$ cat config.mk
export PLATFORM = sky130hd
export DESIGN_NAME = sac_core
export DESIGN_NICKNAME = d
export VERILOG_FILES = /design/src/pkg/sac_pkg.sv /design/src/hw/sac_divider.sv /design/src/hw/sac_core.sv
export SDC_FILE = /design/constraint.sdc
export NUM_CORES = 1
export LEC_CHECK = 0
export BUFFER_PORTS_ARGS = -buffer_cell sky130_fd_sc_hd__buf_2
export CAP_MARGIN = 10
export CORE_UTILIZATION = 60
export CTS_BUF_LIST = sky130_fd_sc_hd__clkbuf_8
export DETAILED_ROUTE_END_ITERATION = 7
export GPL_ROUTABILITY_DRIVEN = 0
export PLACE_DENSITY_LB_ADDON = 0.15
export SLEW_MARGIN = 20
export SYNTH_ARGS = -nofsm -noshare
export SYNTH_HDL_FRONTEND = slang
export SYNTH_SLANG_ARGS = --single-unit
$ cat constraint.sdc
create_clock -name CLOCK -period 2.5 [get_ports CLOCK]
set_clock_uncertainty 0.1 [all_clocks]
set_input_delay 0.25 -clock CLOCK [delete_from_list [all_inputs] [get_ports CLOCK]]
set_output_delay 0.25 -clock CLOCK [all_outputs]
set_load 0.005 [all_outputs]
$ cat src/pkg/sac_pkg.sv
// Shared constants and types for the SAR conversion controller.
// Assumes a 250 MHz system clock; analog parts live outside the block.
package sac_pkg;
    localparam int          CLK_PERIOD_PS     = 4000;
    localparam int          RES_BITS          = 8;
    localparam int          TRIAL_NS          = 3000;
    localparam int          TRIAL_CYC         = (TRIAL_NS * 1000) / CLK_PERIOD_PS;
    localparam int          DATA_EN_NS        = 500;
    localparam int          DATA_EN_CYC       = (DATA_EN_NS * 1000) / CLK_PERIOD_PS;
    localparam int          BLANK_NS          = 1500;
    localparam int          BLANK_CYC         = (BLANK_NS * 1000) / CLK_PERIOD_PS;
    localparam int          CLEAR_NS          = 2000;
    localparam int          CLEAR_CYC         = (CLEAR_NS * 1000 + CLK_PERIOD_PS - 1) / CLK_PERIOD_PS;
    localparam int          DRIVE_DLY_CYC     = 2;
    localparam logic [7:0]  SAR_RESET         = 8'h00;
    localparam logic [7:0]  MSB_MASK          = 8'h80;

    typedef enum {
        SAC_IDLE,
        SAC_TRIAL,
        SAC_DONE,
        SAC_HALT
    } sac_state_t;

    // Result pin group: three-state data and ready flag
    typedef struct packed {
        logic [7:0] data;
        logic       data_oe;
        logic       result_valid_n;
    } sac_result_t;
endpackage

$ cat src/hw/sac_divider.sv
// Trial-rate enable divider for the SAR controller.
// Assumes synchronous active-high reset on the same clock.
`timescale 1ns/1ps
module sac_divider
    import sac_pkg::*;
#(
    parameter int DIV = TRIAL_CYC
) (
    // Clock and reset
    input  wire logic clk,
    input  wire logic rst,
    // Control
    input  wire logic run,
    output logic      tick
);
    // Refuse a divider that cannot produce a one-cycle pulse
    if (DIV < 2) begin : g_bad_div
        $error("sac_divider: DIV must be at least 2");
    end

    localparam int CW = $clog2(DIV);
    logic [CW-1:0] cnt;
    logic [CW-1:0] next_cnt;
    logic          next_tick;

    always_comb begin
        next_cnt  = cnt;
        next_tick = 1'b0;
        if (!run) begin
            next_cnt = '0;
        end else if (cnt == CW'(DIV - 1)) begin
            next_cnt  = '0;
            next_tick = 1'b1;
        end else begin
            next_cnt = cnt + 1'b1;
        end
    end

    always_ff @(posedge clk) begin
        if (rst) begin
            cnt  <= '0;
            tick <= 1'b0;
        end else begin
            cnt  <= next_cnt;
            tick <= next_tick;
        end
    end
endmodule // sac_divider

$ cat src/hw/sac_core.sv
// SAR conversion controller: sequencing, result pins and blanking.
// Assumes an external comparator and DAC; comparator and control pin are asynchronous.
`timescale 1ns/1ps
module sac_core
    import sac_pkg::*;
#(
    parameter int TRIAL  = TRIAL_CYC,
    parameter int BLANK  = BLANK_CYC,
    parameter int CLEAR  = CLEAR_CYC
) (
    // Clock and reset
    input  wire logic       CLOCK,
    input  wire logic       RST,
    // Controller side
    input  wire logic       BLANK_CONVERT_N,
    input  wire logic       BIPOLAR_OFFSET,
    // Analog front end
    input  wire logic       COMP_DAC_LOW,
    output logic [7:0]      DAC_CODE,
    output logic            OFFSET_SWITCH,
    // Result pins
    output logic [7:0]      DATA_OUT,
    output logic            DATA_OE,
    output logic            RESULT_VALID_N
);
    // Comparator answer needs its sync delay inside one trial; hi_cnt saturates at 1023
    if (BLANK < 1 || CLEAR <= BLANK || CLEAR >= 1023 || TRIAL < 4 ||
        DRIVE_DLY_CYC > 3 || DRIVE_DLY_CYC >= DATA_EN_CYC) begin : g_bad_timing
        $error("sac_core: timing parameters out of range");
    end

    // Input synchronisers
    logic [1:0] bc_sync;
    logic [1:0] cmp_sync;
    logic [1:0] bip_sync;
    wire        bc_high  = bc_sync[1];
    wire        cmp_low  = cmp_sync[1];

    sac_state_t  state;
    sac_state_t  next_state;
    logic [7:0]  sar;
    logic [7:0]  next_sar;
    logic [7:0]  trial;
    logic [7:0]  next_trial;
    sac_result_t res;
    sac_result_t next_res;
    logic [9:0]  hi_cnt;
    logic [9:0]  next_hi_cnt;
    logic [1:0]  oe_dly;
    logic [1:0]  next_oe_dly;
    logic        tick;

    // Trial decision: keep or drop the bit under test
    function automatic logic [7:0] decide_bit(input logic [7:0] code, input logic [7:0] mask,
                                              input logic keep);
        return keep ? code : (code & ~mask);
    endfunction

    sac_divider #(
        .DIV (TRIAL)
    ) u_div (
        .clk  (CLOCK),
        .rst  (RST),
        .run  (state == SAC_TRIAL),
        .tick (tick)
    );

    always_comb begin
        next_state  = state;
        next_sar    = sar;
        next_trial  = trial;
        next_res    = res;
        next_oe_dly = oe_dly;
        next_hi_cnt = bc_high ? ((hi_cnt == 10'h3FF) ? hi_cnt : hi_cnt + 10'h001) : 10'h000;
        case (state)
            SAC_IDLE: begin
                if (!bc_high) begin
                    // Result pins left as they are on start; DAC_CODE moves to MSB_MASK
                    next_state = SAC_TRIAL;
                    next_sar   = MSB_MASK;
                    next_trial = MSB_MASK;
                end
            end
            SAC_TRIAL: begin
                if (bc_high) begin
                    next_state = SAC_HALT;
                end else if (tick) begin
                    // Keep trial bit only while DAC sum below input
                    next_sar = decide_bit(sar, trial, cmp_low);
                    if (trial[0]) begin
                        next_state         = SAC_DONE;
                        next_res.data      = decide_bit(sar, trial, cmp_low);
                        next_res.result_valid_n = 1'b0;
                        next_oe_dly        = 2'(DRIVE_DLY_CYC);
                    end else begin
                        next_trial = trial >> 1;
                        next_sar   = decide_bit(sar, trial, cmp_low) | (trial >> 1);
                    end
                end
            end
            SAC_DONE: begin
                if (oe_dly != 2'h0) begin
                    next_oe_dly = oe_dly - 2'h1;
                end else begin
                    next_res.data_oe = 1'b1;
                end
                if (bc_high && hi_cnt == 10'(BLANK - 1)) begin
                    // Blank outputs and re-arm
                    next_res.result_valid_n = 1'b1;
                    next_res.data_oe        = 1'b0;
                    next_sar                = SAR_RESET;
                    next_state              = SAC_HALT;
                end
            end
            SAC_HALT: begin
                if (bc_high && hi_cnt == 10'(BLANK - 1)) begin
                    next_res.result_valid_n = 1'b1;
                    next_res.data_oe        = 1'b0;
                end
                if (!bc_high) begin
                    // Short pulse keeps old data; long pulse restarts
                    if (hi_cnt >= 10'(CLEAR)) begin
                        next_state = SAC_TRIAL;
                        next_sar   = MSB_MASK;
                        next_trial = MSB_MASK;
                    end
                end
            end
            default: next_state = SAC_IDLE;
        endcase
    end

    always_ff @(posedge CLOCK) begin
        if (RST) begin
            bc_sync  <= 2'h3;
            cmp_sync <= 2'h0;
            bip_sync <= 2'h0;
            state    <= SAC_IDLE;
            sar      <= SAR_RESET;
            trial    <= MSB_MASK;
            res      <= '{data: 8'h00, data_oe: 1'b0, result_valid_n: 1'b1};
            oe_dly   <= 2'h0;
            hi_cnt   <= 10'h000;
        end else begin
            bc_sync  <= {bc_sync[0], BLANK_CONVERT_N};
            cmp_sync <= {cmp_sync[0], COMP_DAC_LOW};
            bip_sync <= {bip_sync[0], BIPOLAR_OFFSET};
            state    <= next_state;
            sar      <= next_sar;
            trial    <= next_trial;
            res      <= next_res;
            oe_dly   <= next_oe_dly;
            hi_cnt   <= next_hi_cnt;
        end
    end

    assign DAC_CODE       = sar;
    assign OFFSET_SWITCH  = bip_sync[1];
    assign DATA_OUT       = res.data;
    assign DATA_OE        = res.data_oe;
    assign RESULT_VALID_N = res.result_valid_n;

    // Assertions
    a_ready_then_drive: assert property (@(posedge CLOCK) disable iff (RST)
        $fell(RESULT_VALID_N) |-> ##[1:4] DATA_OE)
        else $error("data not driven after ready");
    a_start_holds_pins: assert property (@(posedge CLOCK) disable iff (RST)
        ((state == SAC_IDLE || state == SAC_HALT) && !bc_high) |=> $stable(RESULT_VALID_N) && $stable(DATA_OE))
        else $error("start changed result pins");
    a_msb_first: assert property (@(posedge CLOCK) disable iff (RST)
        (state != SAC_TRIAL ##1 state == SAC_TRIAL) |-> trial == MSB_MASK && DAC_CODE == MSB_MASK)
        else $error("trial did not start at msb");
    a_keep_bit: assert property (@(posedge CLOCK) disable iff (RST)
        (state == SAC_TRIAL && tick && !bc_high && cmp_low) |=> (sar & $past(trial)) != 8'h00)
        else $error("kept bit cleared");
    a_drop_bit: assert property (@(posedge CLOCK) disable iff (RST)
        (state == SAC_TRIAL && tick && !bc_high && !cmp_low) |=> (sar & $past(trial)) == 8'h00)
        else $error("rejected bit kept");
    a_result_latched: assert property (@(posedge CLOCK) disable iff (RST)
        $fell(RESULT_VALID_N) |-> DATA_OUT == DAC_CODE && $past(trial) == 8'h01)
        else $error("result not latched");
    a_blank_release: assert property (@(posedge CLOCK) disable iff (RST)
        $rose(RESULT_VALID_N) |-> !DATA_OE && sar == SAR_RESET)
        else $error("outputs not blanked");
    a_halt_keeps_ready: assert property (@(posedge CLOCK) disable iff (RST)
        (state == SAC_TRIAL && bc_high) |=> $stable(RESULT_VALID_N) && $stable(DATA_OUT))
        else $error("halt changed outputs");
    a_offset_follows: assert property (@(posedge CLOCK) disable iff (RST)
        (!$past(RST) && !$past(RST, 2)) |-> OFFSET_SWITCH == $past(BIPOLAR_OFFSET, 2))
        else $error("offset switch wrong");
    a_trial_pace: assert property (@(posedge CLOCK) disable iff (RST)
        (state == SAC_TRIAL && $past(state) == SAC_TRIAL && $changed(trial)) |-> $past(tick))
        else $error("trial advanced off pace");
    a_drive_needs_ready: assert property (@(posedge CLOCK) disable iff (RST)
        DATA_OE |-> !RESULT_VALID_N)
        else $error("data driven without ready");
    a_short_pulse_halts: assert property (@(posedge CLOCK) disable iff (RST)
        (state == SAC_HALT && !bc_high && hi_cnt < 10'(CLEAR)) |=> state == SAC_HALT)
        else $error("short pulse restarted conversion");

    c_conversion_done: cover property (@(posedge CLOCK) $fell(RESULT_VALID_N));
    c_blank: cover property (@(posedge CLOCK) $rose(RESULT_VALID_N));
    c_halt: cover property (@(posedge CLOCK) state == SAC_TRIAL ##1 state == SAC_HALT);
    c_restart: cover property (@(posedge CLOCK) state == SAC_HALT ##1 state == SAC_TRIAL);
    c_short_pulse: cover property (@(posedge CLOCK) state == SAC_HALT && !bc_high && hi_cnt < 10'(CLEAR));
endmodule // sac_core

**Word-level counts from Yosys, hierarchy flattened**

Index checks and enable logic that the tools add are counted.

- Register bits: 87
- Latch bits: 0
- Memory bits (writable): 0
- Memory bits (read-only): 0
- Input port bits: 5
- Output and inout bits: 19
- Word-level logic and storage cells: 97
- Memories: 0

- $add $sub $neg: 3
- Multipliers: 0
- Div/mod/pow operators: 0
- Magnitude comparators: 1
- Eq/ne operators: 20
- Shift operators: 0
- Mux-type cells: 35
- Bitwise gates (word level): 5
- Reduce and logical (&&, ||, !) cells: 19

Operator list:

| cell | count |
|---|---|
| $mux 32 | 7 |
| $pmux 32 s4 | 1 |
| $eq 32x2->1 const B | 3 |
| $mux 8 | 11 |
| $eq 32x1->1 const B | 1 |
| $logic_not 32->1 | 1 |
| $pmux 8 s4 | 1 |
| $pmux 8 s3 | 1 |
| $add 10x1->10 const B | 2 |
| $eq 10x10->1 const B | 2 |
| $ne 2x2->1 const B | 9 |
| $reduce_and 6->1 | 3 |
| $reduce_and 7->1 | 2 |
| $mux 2 | 6 |
| $eq 10x9->1 const B | 1 |
| $ge 10x9->1 const B | 1 |
| $and 8x8->8 | 1 |
| $not 8->8 | 1 |
| $or 8x7->8 | 1 |
| $ne 3x3->1 const B | 2 |
| $reduce_bool 2->1 | 3 |
| $reduce_bool 3->1 | 2 |
| $mux 1 | 5 |
| $reduce_and 5->1 | 1 |
| other kinds (13) | 15 |

**Longest topological paths before layout**

- Depth in word-level cells: 8
- Depth in mapped cells: 7
- Gate-level depth less buffers: 6

**Cells and area by module**

A second synthesis with hierarchy kept.

- Cells, all modules: 299
- Area total of the unflattened synthesis: 2750.1 sq um

By module, submodules not included:

| module | times used | cells each | area each (sq um) |
|---|---|---|---|
| sac_core | 1 | 248 | 2270.9 |
| sac_divider | 1 | 51 | 479.2 |

**Least setup slack after synthesis**

No wires, ideal clock.

- Path type: register -> register
- Start: reg state[0]
- End: reg sar[0], in the netlist DAC_CODE[0]
- Arrival: 1.533 ns
- Slack: 0.747 ns
- Stages on the path, launching flop included: 6
- Path buffers: 0
- Cell sequence: dfxtp_1 -> inv_1 -> ha_1 -> o21ai_1 -> o2111ai_4 -> mux2_2

- Longest elaborated chain between the ends: 3
- Elaborated cells between the ends (all ways): 13
- Classes of those cells: eq/ne (9); mux (1); reduce/logical (3)

RTL lines:

| element | line | text |
|---|---|---|
| start, declared | sac_core.sv:39 | `sac_state_t state;` |
| start signal, assigned | sac_core.sv:148 | `state <= next_state;` |
| $eq 32x1->1 (tied with other cells) | sac_core.sv:75 | `case (state)` |
| $ne 2x1->1 (no line) (tied with other cells) | -- |  |
| $reduce_and 7->1 (no line) | -- |  |
| end signal, assigned | sac_core.sv:149 | `sar <= next_sar;` |
| end, declared | sac_core.sv:41 | `logic [7:0] sar;` |

Several ways; a longest one is shown, not always the timed one.
A chain may end at the register's enable or synchronous reset.

**Worst setup path after layout**

- Start: reg state[1]
- End: reg trial[6]

- Longest elaborated chain between the ends: 3
- Elaborated cells between the ends (all ways): 12
- Classes of those cells: eq/ne (8); mux (1); reduce/logical (3)

RTL lines:

| element | line | text |
|---|---|---|
| $eq 32x1->1 (tied with other cells) | sac_core.sv:75 |  |
| $ne 2x2->1 (no line) (tied with other cells) | -- |  |
| $reduce_and 7->1 (no line) | -- |  |
| end signal, assigned | sac_core.sv:150 | `trial <= next_trial;` |
| end, declared | sac_core.sv:43 | `logic [7:0] trial;` |

Several ways; a longest one is shown, not always the timed one.

==> impl_metrics.env <==
export IMPL_outcome="completed"
export IMPL_nFillCells=355
export IMPL_syn_area_per_cell_sq_um=9.05
export IMPL_antenna_found_initial=0
export IMPL_drtAntennaViolNets=0
export IMPL_first_global_vias=1936
export IMPL_fin_crit_sh=0.863
export IMPL_syn_area_sq_mm=0.00272
export IMPL_crit_required_ns=2.68
export IMPL_r2r_end="trial[6]"
export IMPL_hold_viol_final=0
export IMPL_routed_via_density=5.68
export IMPL_final_area_sq_mm=0.00310
export IMPL_hold_path_class="primary input to register"
export IMPL_vias=2176
export IMPL_ys_types=54
export IMPL_numPortBuffers=23
export IMPL_p_total_mw=2.44
export IMPL_rows=24
export IMPL_r2r_cells=6
export IMPL_synthCells=301
export IMPL_fmax_mhz=463
export IMPL_final_cell_mix="dfxtp_1, nor2_1, buf_2, a21oi_1, inv_1"
export IMPL_critPathLaunchType="register"
export IMPL_worst_slew_pin_transition_ns=0.540
export IMPL_ys_ff_latch=57
export IMPL_crit_type="register to register"
export IMPL_peakVddDrop_mv=0.462
export IMPL_die_width_um=69.4
export IMPL_coreArea_sq_mm=0.00435
export IMPL_htreeDepth=3
export IMPL_finalSetupViolations=0
export IMPL_p_per_area_mw_per_mm2=786
export IMPL_cp_arrival_ns=2.33
export IMPL_synth_async_reset_ratio=0
export IMPL_ys_flop_type="dfxtp_1"
export IMPL_worst_hold_path_endpoint="bip_sync[0]"
export IMPL_hold_path_startpoint="BIPOLAR_OFFSET"
export IMPL_hold_path_depth=2
export IMPL_fin_nets=342
export IMPL_final_common_cell="dfxtp_1"
export IMPL_period_needed_ns=2.16
export IMPL_avgRoutedWirePerCell_um=13.3
export IMPL_cp_max_fo=11
export IMPL_post_cts_buffers=0
export IMPL_holdWs_ns=0.0297
export IMPL_cts_made_buffers=9
export IMPL_synth_edf_count=0
export IMPL_drive_gt1_frac=0.199
export IMPL_clock_sinks=57
export IMPL_r2r_start="state[1]"
export IMPL_path_clk_slew_ns=0.06
export IMPL_clockBufferDepth=2
export IMPL_die_height_um=69.4
export IMPL_power_leakage_nw=1.19
export IMPL_maxSlewHeadroom=0.638
export IMPL_placed_cell_area_sq_mm=0.00286
export IMPL_synth_warnings=0
export IMPL_grt_first_pass_wirelength_um=8810
export IMPL_ys_seq_area_frac=0.419
export IMPL_dpl_hpwl_um=3620
export IMPL_syn_to_final_growth_pct=13.9
export IMPL_drtIter0Drc=113
export IMPL_drt_pass1_iter_count=4
export IMPL_r2r_slack_ns=0.34
export IMPL_diodes=0
export IMPL_fin_setup_tns_ns=0
export IMPL_syn_nets=317
export IMPL_cap_violations=0
export IMPL_final_max_slew_viol_count=0
export IMPL_rsz0062_at_grt="false"
export IMPL_dieArea_sq_mm=0.00481
export IMPL_clk_latency_ns=0.33
export IMPL_endpoint_kind="register"
export IMPL_grt_ovfl_total=0
export IMPL_clockRootBuffer="clkbuf_8"
export IMPL_wl_um=5110
export IMPL_drc=0
export IMPL_track_usage=0.232
export IMPL_tritoncts="built"
export IMPL_ioPinCount=24
export IMPL_grt_start_max_net_pins=27
export IMPL_start_util=0.626
export IMPL_final_util=0.712
[power by group]
part,switching [mW],leakage (nW),internal [mW]
logic,0.271,0.610,0.199
registers,0.0419,0.462,0.954
clock network,0.360,0.115,0.611
total,0.673,1.19,1.76
[synthesized netlist by cell type, drive strengths merged, types with 2 or more instances]
cell	number	area (sq um)
and4	2	17.5
nor2b	13	81.3
o31ai	2	15.0
and3	4	25.0
a211oi	3	22.5
nand2b	10	62.6
nor4	2	27.5
a31oi	5	31.3
inv	19	71.3
a311oi	2	17.5
nand3	7	40.0
xor2	7	61.3
buf	8	40.0
mux2i	3	30.0
nand2	18	67.6
clkbuf	4	16.3
or3	2	12.5
xnor2	3	26.3
nor4bb	2	20.0
and2	6	37.5
nand4	8	50.1
dfxtp	57	1140
a21oi	21	105
ha	11	138
mux2	8	90.1
a22o	6	52.6
nor2	24	90.1
o21ai	12	60.1
or2	10	62.6
nor3	3	15.0
a41o	2	21.3
nand3b	2	15.0
[critical path, cell delays in order, from the launching register on]
cell      delay [ns]
dfxtp_1         0.41
inv_1           0.10
ha_1            0.31
nor4bb_1        0.19
or2_2           0.31
a31oi_1         0.45
a22o_1          0.22
[registers in the layout (all words and copies together), names as in the netlist]
register and count:
hi_cnt 10, u_div.cnt 10, DAC_CODE 8, DATA_OUT 8, trial 8, bc_sync 2, bip_sync 2, cmp_sync 2
oe_dly 2, state 2, DATA_OE 1, RESULT_VALID_N 1, u_div.tick 1
[worst max-delay path by stage]
| stage | end | depth (start not counted) | startpoint | slack, ns |
|---|---|---|---|---|
| after detailed placement | trial[2] | 6 | state[1] | 0.39 |
| after global placement | trial[1] | 6 | state[1] | 0.47 |
| final | trial[6] | 6 | state[1] | 0.34 |
| after CTS | trial[6] | 6 | state[1] | 0.37 |
| after global routing | trial[6] | 6 | state[1] | 0.23 |
| after floorplan | DAC_CODE[0] | 5 | state[0] | 0.75 |
[final cells by class]
type                    count  area [sq um]  share of cell area
clock buffers              11           151              0.0488
well taps                  52          65.1              0.0210
inverters                  19          71.3              0.0230
repair buffers             26           140              0.0452
multi-input cells         213          1460               0.469
flip-flops and latches     57          1140               0.368
clock inverters             5          77.6              0.0250
[timing repair]
item                                   4_1_cts  5_1_grt
gates resized for setup                      0        0
hold buffers                                 1        0
endpoints found under the hold margin        1        0
[metrics by stage]
stage | instances | setup slack, ns
2_1_floorplan | 301 | 0.747
3_3_place_gp | 366 | 0.469
3_5_place_dp | 366 | 0.394
4_1_cts | 383 | 0.373
5_1_grt | 383 | 0.226
6_report | 383 | 0.342
[routing by layer]
layer	track usage	wire length, um	share of wire
met3	0.0683	215	0.042
met1	0.315	2620	0.51
met2	0.337	2200	0.43
met5	0	0	0
met4	0.109	76	0.015
[cells by family after synthesis]
family          share of synthesized area
buf+inv                            0.0469
xor+xnor                           0.0322
flops                               0.419
mux                                0.0441
simple gates                        0.254
fa+ha+maj                          0.0505
compound gates                      0.154
Note: power is estimated with default switching activity, not from simulation.
